===== config.mk =====
export PLATFORM = sky130hd
export DESIGN_NAME = ccs_clock_ctrl
export DESIGN_NICKNAME = d
export VERILOG_FILES = /design/src/core/ccs_pkg.sv /design/src/core/ccs_clock_ctrl.sv
export SDC_FILE = /design/constraint.sdc
export NUM_CORES = 1
export LEC_CHECK = 0
export ABC_AREA = 1
export BUFFER_PORTS_ARGS = -buffer_cell sky130_fd_sc_hd__clkbuf_2
export CORE_ASPECT_RATIO = 0.6
export CORE_MARGIN = 3
export CORE_UTILIZATION = 42
export CTS_CLUSTER_SIZE = 24
export DETAILED_ROUTE_END_ITERATION = 8
export GPL_TIMING_DRIVEN = 1
export PLACE_DENSITY = 0.65
export SLEW_MARGIN = 15
export SYNTH_ARGS = -nofsm -noshare
export SYNTH_HDL_FRONTEND = slang
export SYNTH_SLANG_ARGS = --single-unit

===== constraint.sdc =====
create_clock -name REF_CLK_IN -period 2.8 [get_ports REF_CLK_IN]
set_clock_uncertainty 0.05 [all_clocks]
set_input_delay 0.14 -clock REF_CLK_IN [delete_from_list [all_inputs] [get_ports REF_CLK_IN]]
set_output_delay 0.14 -clock REF_CLK_IN [all_outputs]
set_load 0.1 [all_outputs]

===== src/core/ccs_pkg.sv =====
// Constants and types for the clock start status and slow-clock source select block.
// Assumes an APB slave port with 32-bit data and byte addresses.
//
// Overview of operation
// - A read-only bit reads 1 once the fast-clock start task has been triggered and 0 before that.
// - A read-only bit reads 1 once the slow-clock start task has been triggered.
// - Triggering the slow-clock start task copies the source select register into a read-only snapshot.
// - The source choice field codes 0 as RC oscillator, 1 as crystal and 2 as synthesized from the fast clock.
// - A read-write bypass bit set to 1 lets a rail-to-rail external clock drive the slow clock.
// - A read-write external bit set to 1 selects an external source, taking effect only with the crystal code.
// - The calibration interval register keeps its value across ordinary resets.
// - The calibration interval covers 0.25 s up to 31.75 s.
package ccs_pkg;
   localparam logic [11:0] FAST_START_TASK_OFS = 12'h000;
   localparam logic [11:0] SLOW_START_TASK_OFS = 12'h008;
   localparam logic [11:0] FAST_START_FLAG_OFS = 12'h408;
   localparam logic [11:0] FAST_STATE_OFS = 12'h40C;
   localparam logic [11:0] SLOW_START_FLAG_OFS = 12'h414;
   localparam logic [11:0] SLOW_STATE_OFS = 12'h418;
   localparam logic [11:0] SLOW_SNAPSHOT_OFS = 12'h41C;
   localparam logic [11:0] SLOW_SELECT_OFS = 12'h518;
   localparam logic [11:0] CALIB_INTERVAL_OFS = 12'h538;
   // Source select layout
   localparam int SRC_LSB = 0;
   localparam int BYPASS_BIT = 16;
   localparam int EXTERNAL_BIT = 17;
   localparam logic [1:0] SRC_RC = 2'h0;
   localparam logic [1:0] SRC_XTAL = 2'h1;
   localparam logic [1:0] SRC_SYNTH = 2'h2;
   // Calibration interval: 7-bit count of quarter seconds, 1..127
   localparam int CALIB_W = 7;
   localparam logic [6:0] CALIB_MIN = 7'h01;
   localparam logic [6:0] CALIB_MAX = 7'h7F;
   localparam logic [6:0] CALIB_RESET = 7'h01;
   localparam int QUARTER_SEC_MS = 250;
   localparam int CLK_HZ = 10000000;
   localparam int QUARTER_SEC_CYCLES = CLK_HZ / 1000 * QUARTER_SEC_MS;
   localparam logic [31:0] RESET_WORD = 32'h00000000;

   typedef struct packed {
      logic external_src;
      logic bypass;
      logic [1:0] source_choice;
   } ccs_select_t;

   typedef struct packed {
      logic [11:0] paddr;
      logic psel;
      logic penable;
      logic pwrite;
      logic [31:0] pwdata;
   } ccs_apb_req_t;
endpackage


===== src/core/ccs_clock_ctrl.sv =====
// Clock start status, slow-clock source select and calibration timer, APB slave.
// Assumes one 10 MHz clock; the retention reset is kept low only on power-up.
`timescale 1ns/1ns
module ccs_clock_ctrl
   import ccs_pkg::*;
#(
   parameter int QUARTER_CYCLES = QUARTER_SEC_CYCLES
) (
   // Clock and resets
   input wire logic REF_CLK_IN,
   input wire logic RESET_N_IN,
   input wire logic RETAIN_RESET_N_IN,
   input wire logic CLK_EN_IN,
   // APB slave
   input wire ccs_apb_req_t APB_REQ_IN,
   output logic [31:0] PRDATA_OUT,
   output logic PREADY_OUT,
   output logic PSLVERR_OUT,
   // Clock state from the oscillators
   input wire logic FAST_RUNNING_IN,
   input wire logic SLOW_RUNNING_IN,
   // Control to the clock tree
   output logic FAST_START_OUT,
   output logic SLOW_START_OUT,
   output ccs_select_t SLOW_SELECT_OUT,
   output logic CALIB_TIMEOUT_OUT
);
   // The quarter-second counter needs at least one cycle per quarter
   if (QUARTER_CYCLES < 1) begin : g_bad_quarter
      $error("QUARTER_CYCLES must be at least 1");
   end

   // Pin inputs pass three flops; a change counts once stages two and three agree
   logic [2:0] fast_sync_q, slow_sync_q;
   logic fast_state_q, fast_state_d, slow_state_q, slow_state_d;

   logic fast_flag_q, fast_flag_d, slow_flag_q, slow_flag_d;
   logic fast_start_q, fast_start_d, slow_start_q, slow_start_d;
   ccs_select_t select_q, select_d, snap_q, snap_d;
   logic [CALIB_W-1:0] calib_q, calib_d;
   logic [31:0] qcnt_q, qcnt_d;
   logic [CALIB_W-1:0] tick_q, tick_d;
   logic timeout_q, timeout_d;
   logic [31:0] prdata_q, prdata_d;
   logic pready_q, pready_d, pslverr_q, pslverr_d;

   logic access, wr, rd, hit;
   logic [31:0] rword;

   always_comb begin
      access = APB_REQ_IN.psel && APB_REQ_IN.penable && !pready_q;
      wr = access && APB_REQ_IN.pwrite;
      rd = access && !APB_REQ_IN.pwrite;
      fast_state_d = (fast_sync_q[2] == fast_sync_q[1]) ? fast_sync_q[2] : fast_state_q;
      slow_state_d = (slow_sync_q[2] == slow_sync_q[1]) ? slow_sync_q[2] : slow_state_q;
      hit = 1'b1;
      rword = RESET_WORD;
      case (APB_REQ_IN.paddr)
         FAST_START_TASK_OFS, SLOW_START_TASK_OFS: rword = RESET_WORD;
         FAST_START_FLAG_OFS: rword[0] = fast_flag_q;
         FAST_STATE_OFS: rword[0] = fast_state_q;
         SLOW_START_FLAG_OFS: rword[0] = slow_flag_q;
         SLOW_STATE_OFS: rword[0] = slow_state_q;
         SLOW_SNAPSHOT_OFS: begin
            rword[SRC_LSB +: 2] = snap_q.source_choice;
            rword[BYPASS_BIT] = snap_q.bypass;
            rword[EXTERNAL_BIT] = snap_q.external_src;
         end
         SLOW_SELECT_OFS: begin
            rword[SRC_LSB +: 2] = select_q.source_choice;
            rword[BYPASS_BIT] = select_q.bypass;
            rword[EXTERNAL_BIT] = select_q.external_src;
         end
         CALIB_INTERVAL_OFS: rword[CALIB_W-1:0] = calib_q;
         default: hit = 1'b0;
      endcase
      pready_d = access;
      pslverr_d = access && !hit;
      prdata_d = rd ? rword : RESET_WORD;
   end

   // Task pulses, status flags, select and snapshot
   always_comb begin
      fast_start_d = 1'b0;
      slow_start_d = 1'b0;
      fast_flag_d = fast_flag_q;
      slow_flag_d = slow_flag_q;
      select_d = select_q;
      snap_d = snap_q;
      if (wr && APB_REQ_IN.paddr == FAST_START_TASK_OFS && APB_REQ_IN.pwdata[0]) begin
         fast_start_d = 1'b1;
         fast_flag_d = 1'b1;
      end
      if (wr && APB_REQ_IN.paddr == SLOW_START_TASK_OFS && APB_REQ_IN.pwdata[0]) begin
         slow_start_d = 1'b1;
         slow_flag_d = 1'b1;
         snap_d = select_q;
      end
      if (wr && APB_REQ_IN.paddr == SLOW_SELECT_OFS) begin
         select_d.source_choice = APB_REQ_IN.pwdata[SRC_LSB +: 2];
         select_d.bypass = APB_REQ_IN.pwdata[BYPASS_BIT];
         select_d.external_src = APB_REQ_IN.pwdata[EXTERNAL_BIT];
      end
   end

   // Calibration interval and quarter-second timer
   always_comb begin
      calib_d = calib_q;
      qcnt_d = qcnt_q;
      tick_d = tick_q;
      timeout_d = 1'b0;
      if (wr && APB_REQ_IN.paddr == CALIB_INTERVAL_OFS) begin
         // Counts below the minimum are raised to it; write bits above bit 6 are dropped
         if (APB_REQ_IN.pwdata[CALIB_W-1:0] < CALIB_MIN) begin
            calib_d = CALIB_MIN;
         end else begin
            calib_d = APB_REQ_IN.pwdata[CALIB_W-1:0];
         end
      end
      if (qcnt_q >= 32'(QUARTER_CYCLES - 1)) begin
         qcnt_d = 32'h00000000;
         if (tick_q + 7'h01 >= calib_q) begin
            tick_d = 7'h00;
            timeout_d = 1'b1;
         end else begin
            tick_d = tick_q + 7'h01;
         end
      end else begin
         qcnt_d = qcnt_q + 32'h00000001;
      end
   end

   // Retained domain: only the retention reset loads it, with CALIB_RESET
   always_ff @(posedge REF_CLK_IN) begin
      if (!RETAIN_RESET_N_IN) begin
         calib_q <= CALIB_RESET;
      end else if (CLK_EN_IN) begin
         calib_q <= calib_d;
      end
   end

   always_ff @(posedge REF_CLK_IN) begin
      if (!RESET_N_IN) begin
         fast_sync_q <= 3'h0;
         slow_sync_q <= 3'h0;
         fast_state_q <= 1'b0;
         slow_state_q <= 1'b0;
         fast_flag_q <= 1'b0;
         slow_flag_q <= 1'b0;
         fast_start_q <= 1'b0;
         slow_start_q <= 1'b0;
         select_q <= '0;
         snap_q <= '0;
         qcnt_q <= 32'h00000000;
         tick_q <= 7'h00;
         timeout_q <= 1'b0;
         prdata_q <= RESET_WORD;
         pready_q <= 1'b0;
         pslverr_q <= 1'b0;
      end else if (CLK_EN_IN) begin
         fast_sync_q <= {fast_sync_q[1:0], FAST_RUNNING_IN};
         slow_sync_q <= {slow_sync_q[1:0], SLOW_RUNNING_IN};
         fast_state_q <= fast_state_d;
         slow_state_q <= slow_state_d;
         fast_flag_q <= fast_flag_d;
         slow_flag_q <= slow_flag_d;
         fast_start_q <= fast_start_d;
         slow_start_q <= slow_start_d;
         select_q <= select_d;
         snap_q <= snap_d;
         qcnt_q <= qcnt_d;
         tick_q <= tick_d;
         timeout_q <= timeout_d;
         prdata_q <= prdata_d;
         pready_q <= pready_d;
         pslverr_q <= pslverr_d;
      end
   end

   always_comb begin
      PRDATA_OUT = prdata_q;
      PREADY_OUT = pready_q;
      PSLVERR_OUT = pslverr_q;
      FAST_START_OUT = fast_start_q;
      SLOW_START_OUT = slow_start_q;
      SLOW_SELECT_OUT = select_q;
      CALIB_TIMEOUT_OUT = timeout_q;
   end
endmodule


Yosys cells after proc, flatten, opt, wreduce, memory -nomap -nowiden
Index checks and enable logic that the tools add are counted.

word-level totals
  register bits after elaboration = 101
  logic and storage cells = 72

cells by class
  add/subtract/negate cells = 2
  reduce and logical (&&, ||, !) cells = 23
  eq/ne operators = 10
  order comparisons = 3
  muxes and demuxes = 13

operator list
  kind                   count
  $eq 12x11->1 const B   7
  $add 32x1->32 const B  1
  $ge 32x22->1 const B   1
  $mux 32                1
  $mux 18                1
  $mux 7                 2
  $reduce_and 2->1       7
  $eq 12x4->1 const B    1
  $logic_not 12->1       1
  $logic_and 1x1->1      11
  $reduce_or 9->1        1
  $add 7x1->7 const B    1
  $ge 7x7->1             1
  $lt 7x1->1 const B     1
  $pmux 1 s7             1
  $mux 1                 5
  $mux 5                 1
  $pmux 2 s2             1
  $logic_not 1->1        3
  $pmux 1 s3             1
  $eq 1x1->1             2

Logic depth before layout (Yosys ltp)
Gate-level depths: netlist of the first run.

  depth after elaboration = 6
  gate-level depth with buffers = 13
  gate-level depth less buffers = 13

Worst setup path before layout of the first run
OpenSTA, ideal clock, no wires.

  path kind = register -> register
  from = register tick_q[0]
  to = register tick_q[0]
  stages on the path, launching flop included = 13
  period minus slack after synthesis = 2.106 ns
  data required time = 2.637 ns
  slack = 0.694 ns
  library setup time = 0.113 ns
  data arrival time = 1.943 ns
  cell sequence = dfxtp_1 > ha_1 > nand3_1 > nor2_1 > nand2_1 > xor2_1 > inv_1 > ha_1 > nand4_1 > o21ai_1 > nor2_1 > nor2_1 > nor2_1

between the ends
  cells in the longest elaborated chain, start to end = 3

RTL lines
  what                    RTL line                                      text
  start, declared         ccs_clock_ctrl.sv:42                          logic [CALIB_W-1:0] tick_q, tick_d;
  start signal, assigned  ccs_clock_ctrl.sv:172                         tick_q <= tick_d;
  $add 7x1->7 *           ccs_clock_ctrl.sv:122, ccs_clock_ctrl.sv:126
  $ge 7x7->1              ccs_clock_ctrl.sv:122                         if (tick_q + 7'h01 >= calib_q) begin
  $mux 7 *                ccs_clock_ctrl.sv:122

Every way passes the cells marked *; elsewhere a longest branch is shown, timed or not.
A chain may end at the register's enable or synchronous reset.

Final worst setup path of the first run
  from = register tick_q[0]
  to = register tick_q[4]

Same word-level chain as after synthesis.

==> results.md, run 1 <==
- Number of buffers created by CTS: 9
- Synth Area per Inst: 7.12 sq um
- Area Overhead vs Synth: 14.1%
- Placed insts: 720
- R2r worst-path depth: 14
- Worst Hold Class: in2reg
- Hold buffers post-CTS: 2
- Postcts setup bufs: 0
- Vias in the first global route: 3085
- Hold Path Cell Cnt: 3
- Std-Cell Rows: 26
- Sequential fraction of the synthesis area: 0.393
- Post-route ant nets: 0
- Final setup TNS: 0 ps
- Syn Inst Count: 558
- Yosys top cell area share: 0.393
- Ports: 94
- Post-Syn Area: a little under 4000 sq um
- Layout cells sized above 1: 0.165
- Routed WL: roughly 9000 um
- Largest net degree at the start of global routing: 38
- Initial DRT Pass Iterations: 5
- Fill cells: 876
- CP Capture Type: flip-flop
- Critical Path Fanout Max: 8
- Post-DP HPWL: 6580 um
- Design Power: approximately 2.5 mW
- Die W: around 130 um
- Core ar.: around 8800 sq um
- Max Slew Vio Count: 0
- Hold EP: calib_q[5]
- Fin cells: 738
- Clk slew on worst S/H paths: 60 ps
- Endpoints failing setup: 0
- Initial antenna violation count: 0
- Hold Violations, Final: 0
- Clock sinks: just under 80
- Reg2reg start: tick_q[0]
- Largest area contributor in the netlist: dfxtp_1
- H-tree depth: 3
- Starting Density: 0.449
- Placed inst area: 4220 sq um
- Slew HR: 0.555
- GRT Overall Usage: 0.172
- Crit path required time: ~3000 ps
- Worst vdd ir: 0.355 mV
- CP Class: reg2reg
- Die ar.: 10700 sq um
- Routed vias: 3536
- First-pass GRT wire length: 14800 um
- Area contributors post-synth: dfxtp_1, nor2_1, nand2_1
- GP Congestion: 0.876
- LEAKAGE: 1.94 nW
- Final period util: 0.845
- WP data arrival: 2590 ps
- Cell Pwr Density: 554 nW/um^2
- Clk root buf: clkbuf_16
- Yosys warns: 0
- Crit path launch type: flip-flop
- Yosys reg bits: 78
- PortBufs: 47
- Hold_ws: 29.7 ps
- DR WL/cell: 12.0 um
- CTS-repair resized insts: 0
- CTS Buffer Depth: 2
- Via density: 4.79
- Initial DRC Count: 286
- Die Span Y: 81.3 um
- Max-cap violations: 0
- Outcome: complete, no violations
- Minimum clock period: about 2400 ps
- Worst slew pin tran: 666 ps
- # DRC: 0
- RR Endpoint: tick_q[4]
- Synth unique cells: 36
- Hold wc startpoint: APB_REQ_IN[5]
- R2R Setup Slk: 430 ps
- Unrepaired setup endpoints after global routing: no
- Maximum clock rate: about 420 MHz
- Gr ovfl total: 0
- Clk_lat worst skew: between 300 and 400 ps
- Post-route cell area: 4530 sq um
- Final #Nets: about 670
- Ant diodes: 0
- CTS tree: built
-- cell usage in the layout (no fill, tap or decap), types with 3 or more instances in the layout --
master     instances
nor3_1            22
nor2_1           116
ha_1               9
o21ai_0           13
a21oi_1           26
nand3_1           35
nor2_2            10
a31oi_1            3
nand4_1            6
a211oi_1           9
dfxtp_1           78
clkbuf_16          9
clkbuf_2          47
conb_1            23
xor2_1            14
buf_4              3
nand2_1           98
clkinv_2           4
inv_1             45
nand2_2           12
inv_2              6
-- cell type report --
class / count / area (sq um) / share of cell area
multi-input cells: 414 / 2050 / 0.452
inverters: 52 / 195 / 0.0431
repair buffers: 52 / 278 / 0.0613
well taps: 126 / 158 / 0.0348
clock buffers: 9 / 225 / 0.0497
clock inverters: 7 / 65.1 / 0.0144
flip-flops and latches: 78 / 1560 / 0.345
-- sequential cells by signal, summed over array words and instances (netlist names) --
| register | count |
|---|---|
| qcnt_q | 32 |
| PRDATA_OUT | 9 |
| calib_q | 7 |
| tick_q | 7 |
| SLOW_SELECT_OUT | 4 |
| snap_q | 4 |
| fast_sync_q | 3 |
| slow_sync_q | 3 |
| CALIB_TIMEOUT_OUT | 1 |
| FAST_START_OUT | 1 |
| PREADY_OUT | 1 |
| PSLVERR_OUT | 1 |
| SLOW_START_OUT | 1 |
| fast_flag_q | 1 |
| fast_state_q | 1 |
| slow_flag_q | 1 |
| slow_state_q | 1 |
-- worst max path at each step --
stage	start	end	slack (ps)	depth (start not counted)
final	tick_q[0]	tick_q[4]	430	14
after global routing	tick_q[0]	tick_q[3]	210	14
after global placement	tick_q[0]	CALIB_TIMEOUT_OUT	530	13
after CTS	tick_q[0]	tick_q[4]	420	14
after detailed placement	tick_q[0]	tick_q[4]	440	14
after floorplan	tick_q[0]	tick_q[0]	690	12
-- per-layer routing --
metal  vias to the layer above  track usage  part of all wire
li1                       1844            -                 -
met1                      1594        0.253              0.54
met3                         8       0.0483             0.054
met4                         0       0.0577             0.012
met5                         -            0                 0
met2                        90        0.239              0.39
-- logic make-up (layout without fill, tap and decap cells) --
| logic type | count (synthesis) | count (layout) | synth area share |
|---|---|---|---|
| AO/OA/AOI/OAI | 57 | 57 | 0.0810 |
| XOR/XNOR | 16 | 16 | 0.0353 |
| adder cells (fa/ha/maj) | 9 | 9 | 0.0284 |
| buffers and inverters | 88 | 120 | 0.112 |
| flip-flops | 78 | 78 | 0.393 |
| other | 1 | 23 | 0.000944 |
| AND/OR/NAND/NOR | 309 | 309 | 0.349 |
-- worst max-delay path, cell delays in order, from the launching register on --
cell and delay, ps:
dfxtp_1 410, ha_1 220, nand3_1 140, nor2_1 120, nand2_1 70, xor2_1 170
inv_1 70, ha_1 300, a21oi_1 150, o21a_1 130, o21ai_1 50, buf_4 160
nor2_1 100, nor2_1 60, nor2_1 90
-- synth_stat cells --
master and instances:
nand2_1 98, o21ai_1 2, nor2_1 116, clkbuf_1 7
inv_1 45, dfxtp_1 78, nor3b_4 1, nor4_2 2
ha_1 9, nand2_2 12, nor2_4 1, o31ai_1 1
conb_1 1, nor2_2 10, o21a_1 1, a211oi_1 9
nor4_1 1, nand4_1 6, nor2_8 1, buf_4 26
xnor2_1 2, a21boi_1 1, o21ai_0 13, buf_6 2
a21oi_1 26, o21bai_1 1, inv_2 6, a31oi_1 3
nand2_4 1, clkinv_1 1, nor3_4 1, nand3_1 35
nor3_1 22, nand3b_1 2, xor2_1 14, buf_2 1
-- metrics by stage --
stage / util / worst slack (ps)
global placement: 0.477 / 532
finish: 0.512 / 434
global route: 0.512 / 206
detailed placement: 0.477 / 444
floorplan: - / 694
CTS: 0.512 / 422
-- where the power goes --
group          internal (mW)  switching (mW)  total (mW)
clock                  0.683           0.454        1.14
sequential              1.12         0.00597        1.12
combinational         0.0342           0.214       0.248
No activity file was read; power rests on OpenSTA's default activity.
==> run 2, diff against run 1 <==
--- a/config.mk
+++ b/config.mk
@@ -13,7 +13,7 @@
 export CTS_CLUSTER_SIZE = 24
 export DETAILED_ROUTE_END_ITERATION = 8
 export GPL_TIMING_DRIVEN = 1
-export PLACE_DENSITY = 0.65
+export PLACE_DENSITY = 0.67
 export SLEW_MARGIN = 15
 export SYNTH_ARGS = -nofsm -noshare
 export SYNTH_HDL_FRONTEND = slang
==> constraint.sdc (replaced) <==
create_clock -name REF_CLK_IN -period 2.09 [get_ports REF_CLK_IN]
set_clock_uncertainty 0.05 [all_clocks]
set_input_delay 0.1045 -clock REF_CLK_IN [delete_from_list [all_inputs] [get_ports REF_CLK_IN]]
set_output_delay 0.1045 -clock REF_CLK_IN [all_outputs]
set_load 0.1 [all_outputs]
==> results.md, run 2 (same netlist as run 1, synthesis figures left out) <==
- Layout Utilization: 0.537 (+0.0253)
- LEAKAGE: 2.01 nW (+3.4%)
- Die Span Y: 81.3 um (unchanged)
- Slew HR: 0.557 (+0.00211)
- GP Congestion: 0.893 (+2.0%)
- Hold wc startpoint: APB_REQ_IN[3]
- Clk slew on worst S/H paths: 60 ps (about the same)
- Crit path required time: 2260 ps (-770 ps)
- Largest net degree at the start of global routing: 38 (unchanged)
- Starting Density: 0.449 (unchanged)
- Area Overhead vs Synth: 19.7%
- Worst vdd ir: 0.434 mV (+22%)
- CP startpoint: tick_q[0]
- Layout cells sized above 1: 0.208 (+0.0430)
- Initial DRT Pass Iterations: 4 (-1)
- Die W: 132 um (unchanged)
- Clk_lat worst skew: 330 ps (about the same)
- Vias in the first global route: 3396 (+10%)
- Crit path buf inv count: 2 (unchanged)
- Clk root buf: clkbuf_16
- GRT Overall Usage: 0.184 (+0.0117)
- Worst slew pin tran: 662 ps (-4.64 ps)
- Max stage delay on crit path: 360 ps (-50 ps)
- CTS tree: built
- CP Capture Type: flip-flop
- Initial DRC Count: 288 (+0.70%)
- R2r worst-path depth: 14 (unchanged)
- Minimum clock period: 2090 ps (-271 ps)
- Maximum clock rate: 477 MHz (+13%)
- Post-place setup slack: -191 ps (-635 ps)
- Routed WL: 9510 um (+7.1%)
- Commonest non-fill, non-tap cell in the layout: nor2_1
- Area occupied by multi-input gates: 2160 sq um (+5.3%)
- Ports: 94 (unchanged)
- Initial antenna violation count: 0 (unchanged)
- Post-DP HPWL: 6990 um (+6.3%)
- Worst Hold Class: in2reg
- Endpoints failing setup: 3 (+3)
- CP Class: reg2reg
- Number of flip-flops under the largest register name: 32 (unchanged)
- Worst setup margin: -4.75 ps (-439 ps)
- Gr ovfl total: 0 (unchanged)
- DR WL/cell: 12.7 um (+5.3%)
- Sequential Area: 1570 sq um (+0.40%)
- Ant diodes: 0 (unchanged)
- Via density: 4.93 (+2.9%)
- Routed vias: 3704 (+4.8%)
- WP data arrival: 2270 ps (-320 ps)
- Post-route ant nets: 0 (unchanged)
- Hold Violations, Final: 0 (unchanged)
- # DRC: 0 (unchanged)
- H-tree depth: 3 (unchanged)
- Final #Nets: 682 (+1.9%)
- Most frequent cells in the layout: nor2_1, nand2_1, dfxtp_1
- Hold Path Cell Cnt: 3 (unchanged)
- Critical path depth: 14 (unchanged)
- Clock sinks: 78 (unchanged)
- Max-cap violations: 0 (unchanged)
- Unrepaired setup endpoints after global routing: yes
- Number of buffers created by CTS: 9 (unchanged)
- Reg2reg start: tick_q[0]
- Final period util: 1.00 (+0.157)
- Max Slew Vio Count: 0 (unchanged)
- Cell Chain, Critical Path: ha_4, nand3_4, nor2_2, nand2_1, xor2_1, inv_1, ha_4, nand2_2, o21a_1, o21ai_2, buf_6, nor2_2, nor2_1, nor2_1
- Crit path launch type: flip-flop
- Std-Cell Rows: 26 (unchanged)
- PortBufs: 47 (unchanged)
- Cell Pwr Density: 687 nW/um^2 (+24%)
- Core ar.: 8850 sq um (unchanged)
- Outcome: finished with violations
- R2R Setup Slk: -5 ps (-440 ps)
- CTS Buffer Depth: 2 (unchanged)
- Critical-path top delay cell: dfxtp_4
- First-pass GRT wire length: 15900 um (+7.4%)
- Largest reg by FF count: qcnt_q
- Die ar.: 10700 sq um (unchanged)
- Violated checks: setup timing
- CP top delay family: simple AND/OR/NAND/NOR gates
- Critical Path Fanout Max: 5 (-3)
- Fill cells: 864 (-1.4%)
==> run 2: path summary, 6_finish.rpt <==
path                              endpoint
worst max-delay path             tick_q[0]
worst min-delay path            calib_q[3]
worst max register to register   tick_q[0]
worst min register to register  qcnt_q[31]
==> run 2: layer usage <==
| layer | vias to the layer above | wire length [um] | track usage |
|---|---|---|---|
| met5 | - | 0 | 0 |
| met4 | 0 | 131 | 0.0702 |
| met3 | 14 | 687 | 0.0588 |
| met2 | 124 | 4080 | 0.281 |
| met1 | 1691 | 4620 | 0.244 |
| li1 | 1875 | - | - |
==> run 2: what timing repair did <==
item,CTS,global route
buffers inserted,2,1
hold buffers,6,0
resized for setup,12,15
hold endpoints to repair,6,0
setup endpoints to repair,8,8
pin swaps,15,11
==> run 2: metrics by stage <==
step	hold slack, ps	setup TNS [ps]	power [mW]	area (sq um)	instances
after floorplan	189	0	1.84	4060	580
after global placement	284	-389	1.87	4280	726
after CTS	0.519	-42.2	3.30	4680	750
final	8.72	-11.2	3.26	4750	751
after detailed placement	288	-1380	1.87	4280	726
after global routing	14.4	-1030	3.40	4750	751
==> run 2: area by class of cell <==
type                    instances  share of cell area
multi-input cells             414               0.453
well taps                     126              0.0332
repair buffers                 65              0.0861
inverters                      52              0.0411
clock inverters                 4             0.00474
clock buffers                  12              0.0518
flip-flops and latches         78               0.330
==> run 2: where the power goes <==
part | total [mW] | switching (mW) | internal [mW]
clock network | 1.41 | 0.585 | 0.830
registers | 1.50 | 0.00714 | 1.50
logic | 0.346 | 0.291 | 0.0541
==> run 2: worst min-delay path, stage by stage <==
cell	delay, ps
clkbuf_2	90
nor2_1	100
a211oi_1	50
==> run 3, diff against run 2 <==
--- a/config.mk
+++ b/config.mk
@@ -7,13 +7,14 @@
 export LEC_CHECK = 0
 export ABC_AREA = 1
 export BUFFER_PORTS_ARGS = -buffer_cell sky130_fd_sc_hd__clkbuf_2
+export CAP_MARGIN = 20
 export CORE_ASPECT_RATIO = 0.6
 export CORE_MARGIN = 3
-export CORE_UTILIZATION = 42
+export CORE_UTILIZATION = 49
 export CTS_CLUSTER_SIZE = 24
 export DETAILED_ROUTE_END_ITERATION = 8
 export GPL_TIMING_DRIVEN = 1
-export PLACE_DENSITY = 0.67
+export PLACE_DENSITY = 0.77
 export SLEW_MARGIN = 15
 export SYNTH_ARGS = -nofsm -noshare
 export SYNTH_HDL_FRONTEND = slang
==> results.md, run 3 (same netlist as run 1, synthesis figures left out) <==
- CTS tree: built
- Endpoints failing setup: 8 (+5)
- Unrepaired setup endpoints after global routing: yes
- Hold Violations, Final: 0 (unchanged)
- Worst vdd ir: 0.376 mV (-13%)
- Final setup TNS: -519 ps (-508 ps)
- Max-cap violations: 0 (unchanged)
- Clock sinks: 78 (unchanged)
- Routed vias: 3734 (+0.81%)
- Largest net degree at the start of global routing: 38 (unchanged)
- Final period util: 1.04 (+0.0379)
- Cell Pwr Density: 689 nW/um^2 (+0.35%)
- Commonest non-fill, non-tap cell in the layout: nor2_1
- Crit path launch type: flip-flop
- Fill cells: 666 (-23%)
- Violated checks: setup timing
- Die Span Y: 75.7 um (-6.9%)
- Initial DRC Count: 402 (+40%)
- Number of buffers created by CTS: 9 (unchanged)
- Clk_lat worst skew: 340 ps (about the same)
- Via density: 5.09 (+3.1%)
- Final #Nets: 687 (+0.73%)
- Post-DP HPWL: 6740 um (-3.6%)
- CP Class: reg2reg
- Maximum clock rate: 460 MHz (-3.6%)
- Largest reg by FF count: qcnt_q
- GP Congestion: 0.893 (unchanged)
- Worst Hold Class: in2reg
- Area Overhead vs Synth: 20.4%
- Number of flip-flops under the largest register name: 32 (unchanged)
- CTS Buffer Depth: 2 (unchanged)
- First-pass GRT wire length: 15400 um (-2.8%)
- Post-route ant nets: 0 (unchanged)
- Critical-path top delay cell: dfxtp_4
- Worst slew pin tran: 656 ps (-5.48 ps)
- Gr ovfl total: 0 (unchanged)
- Layout cells sized above 1: 0.213 (+0.00470)
- Core ar.: 7570 sq um (-14%)
- GRT Overall Usage: 0.212 (+0.0284)
- Area occupied by multi-input gates: 2160 sq um (+0.41%)
- Initial antenna violation count: 0 (unchanged)
- Max stage delay on crit path: 370 ps (about the same)
- Slew HR: 0.562 (+0.00464)
- Hold_ws: 8.54 ps (-0.172 ps)
- Vias in the first global route: 3361 (-1.0%)
- Worst setup margin: -84.0 ps (-79.3 ps)
- Ant diodes: 0 (unchanged)
- Routed WL: 9760 um (+2.6%)
- Crit path required time: 2300 ps (+40 ps)
- Critical Path Fanout Max: 5 (unchanged)
- WP data arrival: 2390 ps (+120 ps)
- Layout Utilization: 0.632 (+0.0948)
- DR WL/cell: 13.3 um (+5.0%)
- Std-Cell Rows: 24 (-7.7%)
- Most frequent cells in the layout: nor2_1, nand2_1, dfxtp_1
- PortBufs: 47 (unchanged)
- Minimum clock period: 2170 ps (+79.3 ps)
- Clk root buf: clkbuf_16
- Die W: 122 um (-7.1%)
- Sequential Area: 1570 sq um (unchanged)
- Cell Chain, Critical Path: ha_4, nand3_4, buf_4, xor2_2, inv_1, ha_1, a21oi_1, o21a_1, o21ai_2, buf_6, nand3_1, a21oi_2
- LEAKAGE: 2.04 nW (+1.4%)
- Outcome: finished with violations
- H-tree depth: 3 (unchanged)
- Starting Density: 0.525 (+0.0760)
- Ports: 94 (unchanged)
- CP Capture Type: flip-flop
- Clk slew on worst S/H paths: 60 ps (about the same)
- # DRC: 0 (unchanged)
- Initial DRT Pass Iterations: 5 (+1)
- Max Slew Vio Count: 0 (unchanged)
- Die ar.: 9260 sq um (-13%)
-- run 3: routing by layer --
| metal | share of wire | wire length, um | GRT usage | vias to the layer above |
|---|---|---|---|---|
| met5 | 0 | 0 | 0 | - |
| met2 | 0.46 | 4440 | 0.343 | 121 |
| met4 | 0.011 | 109 | 0.0620 | 0 |
| met3 | 0.077 | 751 | 0.0608 | 13 |
| met1 | 0.46 | 4460 | 0.280 | 1720 |
| li1 | - | - | - | 1880 |
-- run 3: stage by stage --
stage / instances / setup slack, ps / total power [mW] / instance area [sq um]
after floorplan: 580 / 63.0 / 1.84 / 4060
after global placement: 703 / -53.8 / 1.86 / 4250
after detailed placement: 703 / -194 / 1.87 / 4250
after CTS: 732 / -11.7 / 3.31 / 4720
after global routing: 734 / -242 / 3.40 / 4780
final: 734 / -84.0 / 3.30 / 4780
-- run 3: cell type report --
class                           instances  area share
Clock buffer                           10      0.0500
Clock inverter                          6     0.00785
Inverter                               52      0.0408
Multi-Input combinational cell        414       0.453
Sequential cell                        78       0.328
Tap cell                              104      0.0272
Timing Repair Buffer                   70      0.0939
-- run 3: critical path, delay by kind of cell (launching register included) --
| kind | cells | cell delay (ps) |
|---|---|---|
| AOI/OAI and AO/OA | 4 | 520 |
| xor gates and xnor gates | 1 | 160 |
| adders and majority gates | 2 | 460 |
| buffers and inverters | 3 | 370 |
| DFF | 1 | 370 |
| and+or+nand+nor | 2 | 160 |
-- run 3: power by group --
group / internal, mW / total [mW] / switching, mW
sequential: 1.50 / 1.50 / 0.00745
combinational: 0.0562 / 0.345 / 0.289
clock: 0.831 / 1.45 / 0.615
-- run 3: repair_timing --
item                       4_1_cts  5_1_grt
setup endpoints to repair        8        8
pin swaps                       13        9
hold buffers                     7        0
setup buffers                    6        2
hold endpoints to repair         7        0
resized for setup               15       13
-- run 3: worst paths after layout --
path                   endpoint  cells after the start            from  slack, ps
min          SLOW_SELECT_OUT[3]                      3  APB_REQ_IN[17]          9
min reg2reg          qcnt_q[27]                      2      qcnt_q[27]        390
max           CALIB_TIMEOUT_OUT                     12       tick_q[0]        -80
max reg2reg   CALIB_TIMEOUT_OUT                     12       tick_q[0]        -80
